==> src/logic/vcsd_pkg.sv <==
package vcsd_pkg;

    // ****************************************
    // Widths
    // ****************************************
    localparam int DATA_W = 10;
    localparam int ADDR_W = 12;
    localparam int REG_W  = 16;
    localparam int LINE_W = 11;
    localparam int WORD_W = 13;
    localparam int MASK_W = 10;

    // ****************************************
    // Register offsets
    // ****************************************
    localparam logic [ADDR_W-1:0] REG_FEATURE_MASK  = 12'h000;
    localparam logic [ADDR_W-1:0] REG_VIDEO_STD     = 12'h010;
    localparam logic [ADDR_W-1:0] REG_TOTAL_LINES   = 12'h011;
    localparam logic [ADDR_W-1:0] REG_TOTAL_WORDS   = 12'h012;
    localparam logic [ADDR_W-1:0] REG_ACTIVE_WORDS  = 12'h013;
    localparam logic [ADDR_W-1:0] REG_ACTIVE_LINES  = 12'h014;

    // ****************************************
    // Field positions and reset values
    // ****************************************
    localparam int                LOCK_BIT          = 4;
    localparam logic [MASK_W-1:0] MASK_RESET        = 10'h000;
    localparam logic [REG_W-1:0]  READ_RESET        = 16'h0000;

    // ****************************************
    // Video word values and timing word layout
    // ****************************************
    localparam logic [DATA_W-1:0] BLANK_LUMA        = 10'h040;
    localparam logic [DATA_W-1:0] BLANK_CHROMA      = 10'h200;
    localparam logic [DATA_W-1:0] TRS_PREAMBLE      = 10'h3FF;
    localparam logic [DATA_W-1:0] TRS_ZERO          = 10'h000;
    localparam int                XYZ_F_BIT         = 8;
    localparam int                XYZ_V_BIT         = 7;
    localparam int                XYZ_H_BIT         = 6;
    localparam logic [WORD_W-1:0] TRS_LEAD_WORDS    = 13'h0003;

    // ****************************************
    // Counts of cycles and stages
    // ****************************************
    localparam int                PIPE_STAGES       = 4;
    localparam int                FIFO_DEPTH        = 16;
    localparam int                SYNC_STAGES       = 3;

endpackage : vcsd_pkg

==> src/logic/vcsd_stream_if.sv <==
`timescale 1ns/1ps

// ****************************************
// Word stream with valid and ready
// ****************************************
interface vcsd_stream_if #(
    parameter int WIDTH = 10
);
    logic [WIDTH-1:0] data;
    logic             valid;
    logic             ready;

    // Producer drives word and valid
    modport source (output data, output valid, input ready);
    // Consumer drives ready
    modport sink   (input data, input valid, output ready);
endinterface : vcsd_stream_if

==> src/logic/vcsd_fifo.sv <==
`timescale 1ns/1ps

module vcsd_fifo #(
    parameter int WIDTH = 10,
    parameter int DEPTH = 16
) (
    // Clock and reset
    input wire logic       clk,
    input wire logic       rstSync_n,
    // Stream sides
    vcsd_stream_if.sink    inPort,
    vcsd_stream_if.source  outPort
);

    localparam int PTR_W = $clog2(DEPTH);
    localparam int CNT_W = $clog2(DEPTH + 1);
    localparam logic [CNT_W-1:0] DEPTH_C = CNT_W'(DEPTH);

    logic [WIDTH-1:0] mem [DEPTH];
    logic [PTR_W-1:0] wrPtr;
    logic [PTR_W-1:0] rdPtr;
    logic [CNT_W-1:0] memCount;
    logic [CNT_W-1:0] next_memCount;
    logic             push;
    logic             pop;

    // ****************************************
    // Handshake terms
    // ****************************************
    // Head register refills when empty or drained this cycle
    assign push = inPort.valid && inPort.ready;
    assign pop  = (memCount != '0) && (!outPort.valid || outPort.ready);
    assign next_memCount = memCount + CNT_W'(push) - CNT_W'(pop);

    // Storage, written only on accepted words
    always_ff @(posedge clk) begin
        if (push) begin
            mem[wrPtr] <= inPort.data;
        end
    end

    // Pointers wrap at depth so any depth works
    always_ff @(posedge clk or negedge rstSync_n) begin
        if (!rstSync_n) begin
            wrPtr <= '0;
            rdPtr <= '0;
        end else begin
            if (push) begin
                wrPtr <= (wrPtr == PTR_W'(DEPTH - 1)) ? '0 : wrPtr + 1'b1;
            end
            if (pop) begin
                rdPtr <= (rdPtr == PTR_W'(DEPTH - 1)) ? '0 : rdPtr + 1'b1;
            end
        end
    end

    // Fill level and registered ready, so back-pressure is one flop away
    always_ff @(posedge clk or negedge rstSync_n) begin
        if (!rstSync_n) begin
            memCount     <= '0;
            inPort.ready <= 1'b0;
        end else begin
            memCount     <= next_memCount;
            inPort.ready <= next_memCount < DEPTH_C;
        end
    end

    // Output head register
    always_ff @(posedge clk or negedge rstSync_n) begin
        if (!rstSync_n) begin
            outPort.valid <= 1'b0;
            outPort.data  <= '0;
        end else if (pop) begin
            outPort.valid <= 1'b1;
            outPort.data  <= mem[rdPtr];
        end else if (outPort.ready) begin
            outPort.valid <= 1'b0;
        end
    end
endmodule : vcsd_fifo

==> src/logic/vcsd_crop_detect.sv <==
`timescale 1ns/1ps

// Behaviour
// - Crop pin low blanks every incoming sample except TRS words
// - Crop blanks video and ancillary, never TRS
// - Crop pin high passes video unchanged
// - Detect standard from TRS or HVF timing
// - Lines per frame, 11 bits at 11h
// - Words per line, 13 bits at 12h
// - Active words per line, 13 bits, 13h
// - Active lines per field, 11 bits, 14h
// - Lock flag bit 4 when synchronized
// - Lock and raster zero in reset or bypass
// - Results held when video stops
// - Results cleared only by reset or bypass
// - Features only in SMPTE mode with enable
// - Feature mask resets to all zeros
// - SMPTE mode: scramble high, async low
// - Timing select low HVF, high TRS
module vcsd_crop_detect #(
    parameter int FIFO_DEPTH = vcsd_pkg::FIFO_DEPTH
) (
    // Clock and reset
    input  wire logic                           clk,
    input  wire logic                           rst_n,
    // Parallel video in, pixel clock domain
    input  wire logic [vcsd_pkg::DATA_W-1:0]    dataIn,
    input  wire logic                           inValid,
    output wire logic                           inReady,
    input  wire logic                           videoCrop_n,
    input  wire logic                           hIn,
    input  wire logic                           vIn,
    input  wire logic                           fIn,
    // Mode pins, static straps
    input  wire logic                           scrambleModeSelect,
    input  wire logic                           asyncStreamSelect,
    input  wire logic                           extraProcessingEnable,
    input  wire logic                           embeddedTimingSelect,
    // Video out toward later stages
    output wire logic [vcsd_pkg::DATA_W-1:0]    outData,
    output wire logic                           outValid,
    input  wire logic                           outReady,
    // Host register port
    input  wire logic [vcsd_pkg::ADDR_W-1:0]    regAddr,
    input  wire logic                           regRead,
    input  wire logic                           regWrite,
    input  wire logic [vcsd_pkg::REG_W-1:0]     regWriteData,
    output logic      [vcsd_pkg::REG_W-1:0]     regReadData,
    output logic                                regReadValid,
    // Per-feature enables for insertion stages
    output logic      [vcsd_pkg::MASK_W-1:0]    featureEnable
);

    // ****************************************
    // Reset release and pin synchronisers
    // ****************************************
    logic                              rstMeta_n, rstSync_n;
    logic [3:0]                        pinMeta, pinMid, pinLate, pinLevel;
    logic                              scrambleOn, asyncOn, extraOn, embeddedOn, smpteMode;

    // Two-flop reset release
    always_ff @(posedge clk or negedge rst_n) begin
        if (!rst_n) begin
            rstMeta_n <= 1'b0;
            rstSync_n <= 1'b0;
        end else begin
            rstMeta_n <= 1'b1;
            rstSync_n <= rstMeta_n;
        end
    end

    // Straps cross three flops; a change counts once stages two and three agree
    always_ff @(posedge clk or negedge rstSync_n) begin
        if (!rstSync_n) begin
            pinMeta  <= '0;
            pinMid   <= '0;
            pinLate  <= '0;
            pinLevel <= '0;
        end else begin
            pinMeta <= {scrambleModeSelect, asyncStreamSelect,
                        extraProcessingEnable, embeddedTimingSelect};
            pinMid  <= pinMeta;
            pinLate <= pinMid;
            for (int i = 0; i < 4; i++) begin
                if (pinMid[i] == pinLate[i]) begin
                    pinLevel[i] <= pinLate[i];
                end
            end
        end
    end

    assign scrambleOn = pinLevel[3];
    assign asyncOn    = pinLevel[2];
    assign extraOn    = pinLevel[1];
    assign embeddedOn = pinLevel[0];
    assign smpteMode  = scrambleOn && !asyncOn;

    // ****************************************
    // Four-word look-ahead for TRS protection
    // ****************************************
    // Crop pin is sampled directly: the source keeps it on the pixel clock
    vcsd_stream_if #(.WIDTH(vcsd_pkg::DATA_W)) toFifo ();
    vcsd_stream_if #(.WIDTH(vcsd_pkg::DATA_W)) fromFifo ();

    logic [vcsd_pkg::DATA_W-1:0]     pipeData [vcsd_pkg::PIPE_STAGES];
    logic [vcsd_pkg::PIPE_STAGES-1:0] pipeValid, pipeProt, pipeCrop;
    logic                             accept, trsHit, chromaNext, blankNow;
    logic [vcsd_pkg::DATA_W-1:0]      cropWord;

    assign accept = inValid && toFifo.ready;
    // Fourth word of a 3FF 000 000 XYZ run is arriving now
    assign trsHit = pipeValid[2] && pipeData[2] == vcsd_pkg::TRS_PREAMBLE
                 && pipeData[1] == vcsd_pkg::TRS_ZERO
                 && pipeData[0] == vcsd_pkg::TRS_ZERO;

    // Shift line advances only on accepted words; a stall freezes it
    always_ff @(posedge clk or negedge rstSync_n) begin
        if (!rstSync_n) begin
            pipeValid <= '0;
            pipeProt  <= '0;
            pipeCrop  <= '0;
            for (int i = 0; i < vcsd_pkg::PIPE_STAGES; i++) begin
                pipeData[i] <= '0;
            end
        end else if (accept) begin
            pipeData[0] <= dataIn;
            pipeValid   <= {pipeValid[vcsd_pkg::PIPE_STAGES-2:0], 1'b1};
            pipeCrop    <= {pipeCrop[vcsd_pkg::PIPE_STAGES-2:0], !videoCrop_n};
            pipeProt[0] <= trsHit;
            for (int i = 1; i < vcsd_pkg::PIPE_STAGES; i++) begin
                pipeData[i] <= pipeData[i-1];
                pipeProt[i] <= pipeProt[i-1] || trsHit;
            end
        end
    end

    // Sample order restarts at Cb after every timing word
    always_ff @(posedge clk or negedge rstSync_n) begin
        if (!rstSync_n) begin
            chromaNext <= 1'b1;
        end else if (toFifo.valid) begin
            chromaNext <= pipeProt[3] ? 1'b1 : !chromaNext;
        end
    end

    // Crop mux: timing words always win over the crop pin
    assign blankNow = pipeCrop[3] && !pipeProt[3];
    assign cropWord = !blankNow ? pipeData[3]
                    : (chromaNext ? vcsd_pkg::BLANK_CHROMA : vcsd_pkg::BLANK_LUMA);

    assign toFifo.valid = accept && pipeValid[3];
    assign toFifo.data  = cropWord;
    assign inReady      = toFifo.ready;
    assign outData      = fromFifo.data;
    assign outValid     = fromFifo.valid;
    assign fromFifo.ready = outReady;

    vcsd_fifo #(.WIDTH(vcsd_pkg::DATA_W), .DEPTH(FIFO_DEPTH)) u_fifo (
        .clk       (clk),
        .rstSync_n (rstSync_n),
        .inPort    (toFifo),
        .outPort   (fromFifo)
    );

    // ****************************************
    // Timing extraction and raster measurement
    // ****************************************
    logic                            tH, tV, tF;
    logic                            nH, nV, nF;
    logic                            hRise, vRise, frameStart;
    logic [vcsd_pkg::WORD_W-1:0]     wordCount, activeCount, activeWords;
    logic [vcsd_pkg::LINE_W-1:0]     lineCount, activeLineCount, lineTotal, activeLineTotal;
    logic [vcsd_pkg::LINE_W-1:0]     totalLinesPerFrame, activeLinesPerField;
    logic [vcsd_pkg::WORD_W-1:0]     totalWordsPerLine, wordsPerActiveLine;
    logic                            standardLockedFlag;

    // Source of H, V and F: HVF pins, else the XYZ word, held between timing runs
    assign nH = !embeddedOn ? hIn : (trsHit ? dataIn[vcsd_pkg::XYZ_H_BIT] : tH);
    assign nV = !embeddedOn ? vIn : (trsHit ? dataIn[vcsd_pkg::XYZ_V_BIT] : tV);
    assign nF = !embeddedOn ? fIn : (trsHit ? dataIn[vcsd_pkg::XYZ_F_BIT] : tF);

    assign hRise      = nH && !tH;
    assign vRise      = nV && !tV;
    assign frameStart = !nV && tV && !nF; // First active line of field one
    assign lineTotal       = lineCount + vcsd_pkg::LINE_W'(hRise);
    assign activeLineTotal = activeLineCount + vcsd_pkg::LINE_W'(hRise && !tV);
    // Preamble of an EAV is counted as active in embedded mode; take it back
    assign activeWords = (embeddedOn && activeCount >= vcsd_pkg::TRS_LEAD_WORDS)
                       ? activeCount - vcsd_pkg::TRS_LEAD_WORDS : activeCount;

    // Running counters; idle input leaves them untouched
    always_ff @(posedge clk or negedge rstSync_n) begin
        if (!rstSync_n) begin
            tH              <= 1'b0;
            tV              <= 1'b0;
            tF              <= 1'b0;
            wordCount       <= '0;
            activeCount     <= '0;
            lineCount       <= '0;
            activeLineCount <= '0;
        end else if (!scrambleOn) begin
            wordCount       <= '0;
            activeCount     <= '0;
            lineCount       <= '0;
            activeLineCount <= '0;
        end else if (accept) begin
            tH <= nH;
            tV <= nV;
            tF <= nF;
            wordCount   <= hRise ? vcsd_pkg::WORD_W'(1) : wordCount + 1'b1;
            activeCount <= hRise ? '0
                         : activeCount + vcsd_pkg::WORD_W'(!nH && (!tH || !embeddedOn));
            lineCount       <= frameStart ? '0 : lineTotal;
            activeLineCount <= (vRise || frameStart) ? '0 : activeLineTotal;
        end
    end

    // Measured raster, zero outside scrambling mode, held otherwise
    always_ff @(posedge clk or negedge rstSync_n) begin
        if (!rstSync_n) begin
            totalLinesPerFrame  <= '0;
            totalWordsPerLine   <= '0;
            wordsPerActiveLine  <= '0;
            activeLinesPerField <= '0;
            standardLockedFlag  <= 1'b0;
        end else if (!scrambleOn) begin
            totalLinesPerFrame  <= '0;
            totalWordsPerLine   <= '0;
            wordsPerActiveLine  <= '0;
            activeLinesPerField <= '0;
            standardLockedFlag  <= 1'b0;
        end else if (accept) begin
            if (hRise) begin
                totalWordsPerLine  <= wordCount;
                wordsPerActiveLine <= activeWords;
            end
            if (vRise) begin
                activeLinesPerField <= activeLineTotal;
            end
            if (frameStart) begin
                totalLinesPerFrame <= lineTotal;
                // Two equal frames in a row with a sane line length mean lock
                standardLockedFlag <= lineTotal == totalLinesPerFrame
                                   && lineTotal != '0
                                   && totalWordsPerLine != '0;
            end
        end
    end

    // ****************************************
    // Feature mask and host register port
    // ****************************************
    logic [vcsd_pkg::MASK_W-1:0] featureOffMask;

    // Host sets a bit to switch one feature off
    always_ff @(posedge clk or negedge rstSync_n) begin
        if (!rstSync_n) begin
            featureOffMask <= vcsd_pkg::MASK_RESET;
        end else if (regWrite && regAddr == vcsd_pkg::REG_FEATURE_MASK) begin
            featureOffMask <= regWriteData[vcsd_pkg::MASK_W-1:0];
        end
    end

    // Insertion features live only in SMPTE mode with the enable pin high
    always_ff @(posedge clk or negedge rstSync_n) begin
        if (!rstSync_n) begin
            featureEnable <= '0;
        end else begin
            featureEnable <= (smpteMode && extraOn) ? ~featureOffMask : '0;
        end
    end

    // Read answer one cycle after the strobe; unmapped reads give zero
    always_ff @(posedge clk or negedge rstSync_n) begin
        if (!rstSync_n) begin
            regReadData  <= vcsd_pkg::READ_RESET;
            regReadValid <= 1'b0;
        end else begin
            regReadValid <= regRead;
            if (regRead) begin
                case (regAddr)
                    vcsd_pkg::REG_FEATURE_MASK: regReadData <= vcsd_pkg::REG_W'(featureOffMask);
                    vcsd_pkg::REG_VIDEO_STD:
                        regReadData <= vcsd_pkg::REG_W'(standardLockedFlag) << vcsd_pkg::LOCK_BIT;
                    vcsd_pkg::REG_TOTAL_LINES:  regReadData <= vcsd_pkg::REG_W'(totalLinesPerFrame);
                    vcsd_pkg::REG_TOTAL_WORDS:  regReadData <= vcsd_pkg::REG_W'(totalWordsPerLine);
                    vcsd_pkg::REG_ACTIVE_WORDS: regReadData <= vcsd_pkg::REG_W'(wordsPerActiveLine);
                    vcsd_pkg::REG_ACTIVE_LINES: regReadData <= vcsd_pkg::REG_W'(activeLinesPerField);
                    default:                    regReadData <= vcsd_pkg::READ_RESET;
                endcase
            end
        end
    end
endmodule : vcsd_crop_detect

==> config.mk <==
export PLATFORM = sky130hd
export DESIGN_NAME = vcsd_crop_detect
export DESIGN_NICKNAME = d
export VERILOG_FILES = /design/src/logic/vcsd_pkg.sv /design/src/logic/vcsd_stream_if.sv /design/src/logic/vcsd_fifo.sv /design/src/logic/vcsd_crop_detect.sv
export SDC_FILE = /design/constraint.sdc
export NUM_CORES = 1
export LEC_CHECK = 0
export ABC_AREA = 1
export BUFFER_PORTS_ARGS = -buffer_cell sky130_fd_sc_hd__buf_2
export CELL_PAD_IN_SITES_DETAIL_PLACEMENT = 2
export CELL_PAD_IN_SITES_GLOBAL_PLACEMENT = 2
export CORE_UTILIZATION = 43
export CTS_CLUSTER_DIAMETER = 60
export DETAILED_ROUTE_END_ITERATION = 6
export PLACE_DENSITY = 0.91
export SETUP_SLACK_MARGIN = 0.2
export SLEW_MARGIN = 15
export SYNTH_ARGS = -nofsm -noshare
export SYNTH_HDL_FRONTEND = slang
export SYNTH_SLANG_ARGS = --single-unit
==> constraint.sdc <==
create_clock -name clk -period 17.4 [get_ports clk]
set_input_delay 4.35 -clock clk [delete_from_list [all_inputs] [get_ports clk]]
set_output_delay 4.35 -clock clk [all_outputs]
set_load 0.02 [all_outputs]
* Word-level counts from Yosys, hierarchy flattened
Memory sizes are Yosys's and may differ from the RTL's. A register that Yosys moved wholly into a read port is not among the register bits.
Index checks and enable logic that the tools add are counted.
Widths: inputs -> output; s select.
** Operators by class
- Shift operators :: 0
- Order comparisons :: 2
- Mux-type cells :: 45
- Div/mod/pow operators :: 0
- Bitwise logic cells :: 1
- Multipliers :: 0
- Add/sub/neg operators :: 9
- Reductions and logical operators :: 49
- Eq/ne operators :: 17
** Operator list (number)
- $mux 13 :: 13
- $mux 11 :: 12
- $pmux 13 s6 :: 1
- $eq 12x5->1 const B :: 5
- $mux 10 :: 3
- $add 11x1->11 :: 2
- $logic_and 1x1->1 :: 20
- $logic_not 10->1 :: 2
- $mux 1 :: 14
- $add 13x1->13 :: 1
- $add 13x1->13 const B :: 1
- $ge 13x2->1 const B :: 1
- $reduce_bool 13->1 :: 1
- $sub 13x2->13 const B :: 1
- $logic_not 1->1 :: 12
- $logic_not 12->1 :: 1
- $eq 11x11->1 :: 1
- $reduce_bool 11->1 :: 1
- $eq 10x10->1 const B :: 1
- $not 10->10 :: 1
- $add 4x1->4 const B :: 2
- $eq 4x4->1 const B :: 2
- $mux 4 :: 2
- $ne 2x1->1 const B :: 4
- 8 further kinds :: 19
** Word-level totals
- Bits of input ports :: 52
- Logic and storage cells :: 162
- Bits in latches :: 0
- Output and inout bits :: 39
- RAM bits :: 160
- Bits in read-only memories :: 0
- Register bits :: 223
- Memories kept :: 1
** Memory list
- u_fifo.mem :: depth 16, width 10, read ports 1, clocked after Yosys merged registers in 1, wr ports 1, line vcsd_fifo.sv:19 : logic [WIDTH-1:0] mem [DEPTH];

* Logic depth before layout (Yosys ltp)
- Word-level depth :: 14
- Mapped depth :: 26
- Depth with buffers taken out :: 26

* Cells and area by module
Synthesis repeated with hierarchy kept, for this count alone.
** Unflattened totals
- Cells, all modules :: 1975
- Area, all modules :: 18161.2 µm²
** By module, submodules not included
- vcsd_crop_detect :: area an instance 10159.7 µm², instances 1, sequential area each 5131.2 µm², cells each 1220
- vcsd_fifo :: area an instance 8001.4 µm², instances 1, sequential area each 5430.2 µm², cells each 755

* Least setup slack after synthesis
No wires, ideal clock.
- Kind :: input to register
- Start :: input port outReady
- End :: register u_fifo.memCount[4]
- Stages on the path :: 11
- Required time :: 17.279 ns
- Path buffers :: 1
- Setup time :: 0.121 ns
- Path slack :: 10.841 ns
- Arrival time :: 6.438 ns
- Cells stage by stage :: inv_1 a21oi_1 clkbuf_1 ha_1 inv_1 ha_1 inv_1 fa_1 o21ai_0 xor2_1 inv_1
** On the way
- Longest elaborated chain between the ends :: 3
** RTL lines
- from (decl) :: line vcsd_crop_detect.sv:42 : input wire logic outReady,
- $logic_or 1x1->1 :: line vcsd_fifo.sv:32 : assign pop = (memCount != '0) && (!outPort.valid || outPort.ready);
- $logic_and 1x1->1 :: line vcsd_fifo.sv:32
- via u_fifo.pop :: line vcsd_fifo.sv:25 : logic pop;
- $sub 5x1->5 :: line vcsd_fifo.sv:33 : assign next_memCount = memCount + CNT_W'(push) - CNT_W'(pop);
- via u_fifo.next_memCount[4] :: line vcsd_fifo.sv:23 : logic [CNT_W-1:0] next_memCount;
- to (signal assigned) :: line vcsd_fifo.sv:63 : memCount <= next_memCount;
- to (decl) :: line vcsd_fifo.sv:22 : logic [CNT_W-1:0] memCount;
The timed path passes the listed nets, and every way through them passes these cells.
A chain may end at the register's enable or synchronous reset.

* Worst setup path in the final report
- Start :: input port dataIn[6] (netlist name)
- End :: register standardLockedFlag
** On the way
- Longest elaborated chain between the ends :: 10
- Elaborated cells between the ends (all ways) :: 11
- Classes of those cells :: add/sub: 1; eq/ne: 1; mux: 5; reduce/logical: 4
** RTL lines
- from (decl) :: line vcsd_crop_detect.sv:27 : input wire logic [vcsd_pkg::DATA_W-1:0] dataIn,
- $mux 1 * (2 in a row) :: line vcsd_crop_detect.sv:178 : assign nH = !embeddedOn ? hIn : (trsHit ? dataIn[vcsd_pkg::XYZ_H_BIT] : tH);
- $logic_and 1x1->1 * :: line vcsd_crop_detect.sv:182 : assign hRise = nH && !tH;
- $add 11x1->11 * :: line vcsd_crop_detect.sv:185 : assign lineTotal = lineCount + vcsd_pkg::LINE_W'(hRise);
- $eq 11x11->1 or $reduce_bool 11->1 (tied branches) :: line vcsd_crop_detect.sv:243, vcsd_crop_detect.sv:244
- $logic_and 1x1->1 * :: line vcsd_crop_detect.sv:244 : && lineTotal != '0
- $logic_and 1x1->1 * :: line vcsd_crop_detect.sv:245 : && totalWordsPerLine != '0;
- $mux 1 * :: line vcsd_crop_detect.sv:240 : if (frameStart) begin
- $mux 1 * :: line vcsd_crop_detect.sv:232 : end else if (accept) begin
- $mux 1 * :: line vcsd_crop_detect.sv:226 : end else if (!scrambleOn) begin
- to (signal assigned) :: line vcsd_crop_detect.sv:243 : standardLockedFlag <= lineTotal == totalLinesPerFrame
- to (decl) :: line vcsd_crop_detect.sv:175 : logic standardLockedFlag;
Mark *: on every way between the ends. The rest lies on a longest branch, timed or not. The select of a mux whose other input is x is not followed.

==> out/results.txt <==
The run finished with clean final reports. The run gives 0.436 as the effective utilization at floorplan. Switching component of the power: 1.13 mW. The tools report the number of nets with antenna violations after detailed routing as 0.

Clock tree synthesis selected as its root buffer the cell clkbuf_16. The run gives 91 as the number of ports placed on the die boundary. For this design, the CTS-stage hold fixing added 0 buffers. The cell with the most instances on the worst path is nand2_1.

Summed over all cells, the static leakage comes to 8.42 nW. Number of pins with negative max-slew slack in the final report: 0. Kind of cell with the highest combined delay on the critical path: simple AND/OR/NAND/NOR gates. In the routed design, unresolved DRC markers number 0.

Entering global routing, the biggest net connects 144 pins. The count of buffers added on input and output ports is 81. The overall power of the completed layout is 3.01 mW. The number of buffers inserted during clock tree synthesis was 45; the standard cell area after detailed placement was 0.0182 mm². Worst slew margin relative to its limit: 0.164.

The number of gates resized after CTS was 0. Register bit total from synthesis: 390. The tightest min-delay check is of the register to async pin type.

The initial antenna violation count is 1, and the share of final-layout standard cells stronger than drive strength 1 is 0.123. In this run the worst path has a maximum fanout of 9. The worst setup path is launched from an input pin.

The clock transition time at the flip-flop clock pins of the worst setup and hold paths was 80 ps. After floorplanning, the core was divided into 73 placement rows. STA puts the critical path data required time at 17,910 ps.

Sorting the synthesized cells by how often they occur yields 344 x nand2_1, 229 x dfrtp_1, 209 x nor2_1. The logs give 0.326 for the power share of the clock group and 7300 ps for the arrival time at the worst endpoint. The final critical-path share of the clock period came out at 0.390. The core region area was 0.0396 mm²; the setup TNS after final layout was 0 ps. The largest total area in the synthesized netlist belongs to dfrtp_1. For this design, the slowest cell found on the critical path is ha_1. For the minimum setup slack after placement, the log shows 10,280 ps. In the final routed layout, each cell accounts on average for 28.2 µm. Subtracting the final worst setup slack from the clock period gives 6780 ps.

The number of flops mapped to enable cells by yosys is 160. The count of yosys warnings during synthesis was 0; the mean cell area of the mapped netlist was 9.78 µm². Average vias per placed instance: 6.03. Die boundary width: 202 µm. The net switching fraction of the power was 0.373. The sequential fraction of the synthesis area is 0.611. The cell area that synthesis handed to floorplanning was 0.0173 mm².

The non-filler instance count after layout was 2,406. Setup slack of the worst register-to-register path: 13,460 ps. The most used flip-flop cell after synthesis is dfrtp_1. The combinational fraction of design power was 0.274; the number of antenna diodes was 0. The clock insertion delay at the later pin of the skew report was 600 ps. For the count of different cell masters after synthesis, the log shows 51. The first detailed-routing pass took 5 iterations. Measured along the y axis, the die boundary spans 202 µm.

Final hold analysis gives a worst-case slack of 250 ps. Setup repair after global routing left no endpoint under its margin. The initial detailed-routing violation count came out at 1,186.

The HPWL after detailed placement is 39,200 µm. Clock tree synthesis found a total of 390 sinks. Setup violations remaining at the end of the flow were counted as 0. Max-cap violations in this run came to 0. The transition at the pin with the smallest max-transition slack is 1250 ps, and the final weighted congestion in routability-driven placement is 0.843. TritonCTS built the clock tree. The floorplan step defined a die boundary enclosing 0.0410 mm². Yosys instantiated no cell more often than nand2_1. The portion of synthesized cell area occupied by the leading cell type is 0.332, and the total power divided by cell area is 153 mW/mm². The number of placed instances, taps included is 2,319, and the part of the total power dissipated in sequential elements is 0.400. The run gives 0.498 as the core utilization of the finished layout.

Yosys attributes the largest share of cell area to dfrtp_1 33%, edfxtp_1 28%, nand2_1 7.5%. The clock passes through at most 3 buffers. The number of H-tree levels is 2. The async set or reset register ratio after synthesis is 0.590, and the routed via count is 14,511. VDD sags by at most 0.0994 mV. Based on the critical path, the design can be clocked at up to 147 MHz. The first-pass GRT wire length is 104,000 µm.

After the last flow step, the layout net total stands at 1,918. The synthesized netlist cell count was 1,766; the internal power contribution was 1.89 mW. The critical path in this run is classified as input pin to register. After layout, the worst setup slack is 10,620 ps. Between clock sinks in the finished design, the worst skew comes to 28.3 ps.

The synthesis-to-layout area growth is 14.2%. The maximum cell stage delay along the critical path is 280 ps. The logs give 67,900 µm for the total detailed-routing wirelength and 0 for the buffers inserted during post-CTS setup optimization. The logs give 0 for the total congestion overflow and 16,183 for the via count of the first global-routing pass. For the final non-filler cell area, the log shows 0.0197 mm².

For the hold violation total from the final report, the log shows 0. The worst setup path is captured at a register. The signal on the critical path passes through buf_2, inv_1, o211ai_2, nand3_4, inv_1, ha_1, ha_1, nand3_1, nor2_1, nand2_1, nand2_1, nand2_1, nand2_1, nand2_1, nor2_1, nand3_1, nor2_1, nand3_1, nand2_1. Counting both buffers and inverters, the worst setup path holds a total of 3. The global routing usage summed across all routing layers is 0.337.
[layer usage]
| layer | GRT usage | routed length [µm] | part of all wire |
|---|---|---|---|
| met5 | 0 | 0 | 0 |
| met4 | 0.155 | 2910 | 0.043 |
| met3 | 0.0460 | 3870 | 0.057 |
| met2 | 0.574 | 34000 | 0.50 |
| met1 | 0.424 | 27100 | 0.40 |
[registers in the layout, summed over array words and instances, names as in the netlist, 5 cells and up]
name / flops
activeCount: 13
activeLineCount: 11
activeLinesPerField: 11
featureEnable: 10
featureOffMask: 10
lineCount: 11
pipeData: 40
regReadData: 13
totalLinesPerFrame: 11
totalWordsPerLine: 13
u_fifo.mem: 160
u_fifo.memCount: 5
u_fifo.outPort.data: 10
wordCount: 13
wordsPerActiveLine: 13
[path summary, 6_finish.rpt]
path,start,to,cells after the start
min in group clk,rstMeta_n$_DFF_PN0_,rstSync_n$_DFF_PN0_,0
worst min-delay path,rstSync_n$_DFF_PN0_,totalWordsPerLine[2]$_DFFE_PN0P_,0
worst min register to register,rstSync_n$_DFF_PN0_,totalWordsPerLine[2]$_DFFE_PN0P_,0
worst max-delay path,dataIn[6],standardLockedFlag$_DFFE_PN0P_,19
max in group asynchronous,rst_n,rstSync_n$_DFF_PN0_,1
worst max register to register,pipeData[23]$_DFFE_PN0P_,standardLockedFlag$_DFFE_PN0P_,23
[power groups by stage]
| stage | Clock, mW | Combinational (mW) | Sequential, mW |
|---|---|---|---|
| global placement | 0 | 0.669 | 1.20 |
| floorplan | 0 | 0.458 | 1.20 |
| finish | 0.983 | 0.826 | 1.20 |
| global route | 1.02 | 0.884 | 1.21 |
| CTS | 0.995 | 0.805 | 1.20 |
| detailed placement | 0 | 0.758 | 1.21 |
[layout make-up]
class	instances	area (µm²)
timing repair buffer	101	587
sequential	390	10600
tap	525	657
fill	4137	19900
clock buffer	66	1310
clock inverter	17	170
inverter	165	627
multi-input combinational	1142	5810
[cells by family (layout without fill, tap and decap cells)]
logic type	count (synthesis)	in the layout	synth area share
adder cells (fa/ha/maj)	25	25	0.0180
AO/OA/AOI/OAI	307	307	0.103
buffers and inverters	236	349	0.0548
XOR/XNOR	40	40	0.0203
flip-flops	390	390	0.611
multiplexers	5	5	0.00326
AND/OR/NAND/NOR	761	761	0.189
other	2	4	0.000435
[layout by cell type (no fill, tap or decap), types with 4 or more instances in the layout]
cell / n
conb_1: 4
o2111ai_1: 4
xor2_1: 35
ha_1: 20
o22ai_1: 31
clkbuf_8: 6
o21ai_1: 4
o211ai_1: 12
nor2_1: 197
nand4_1: 27
nor4_1: 6
clkinv_1: 7
a21oi_1: 11
maj3_1: 4
a31oi_1: 13
or2_2: 5
mux2_2: 5
xnor2_1: 5
clkinv_2: 8
clkbuf_16: 47
nand3_1: 122
dfrtp_1: 227
edfxtp_1: 160
o21ai_0: 190
nand2_1: 343
buf_4: 15
nor2_2: 26
clkbuf_1: 13
inv_2: 8
buf_2: 81
nor3_1: 19
o221ai_1: 29
nand2_2: 4
inv_1: 151
Power figures use the tool's default switching activity.
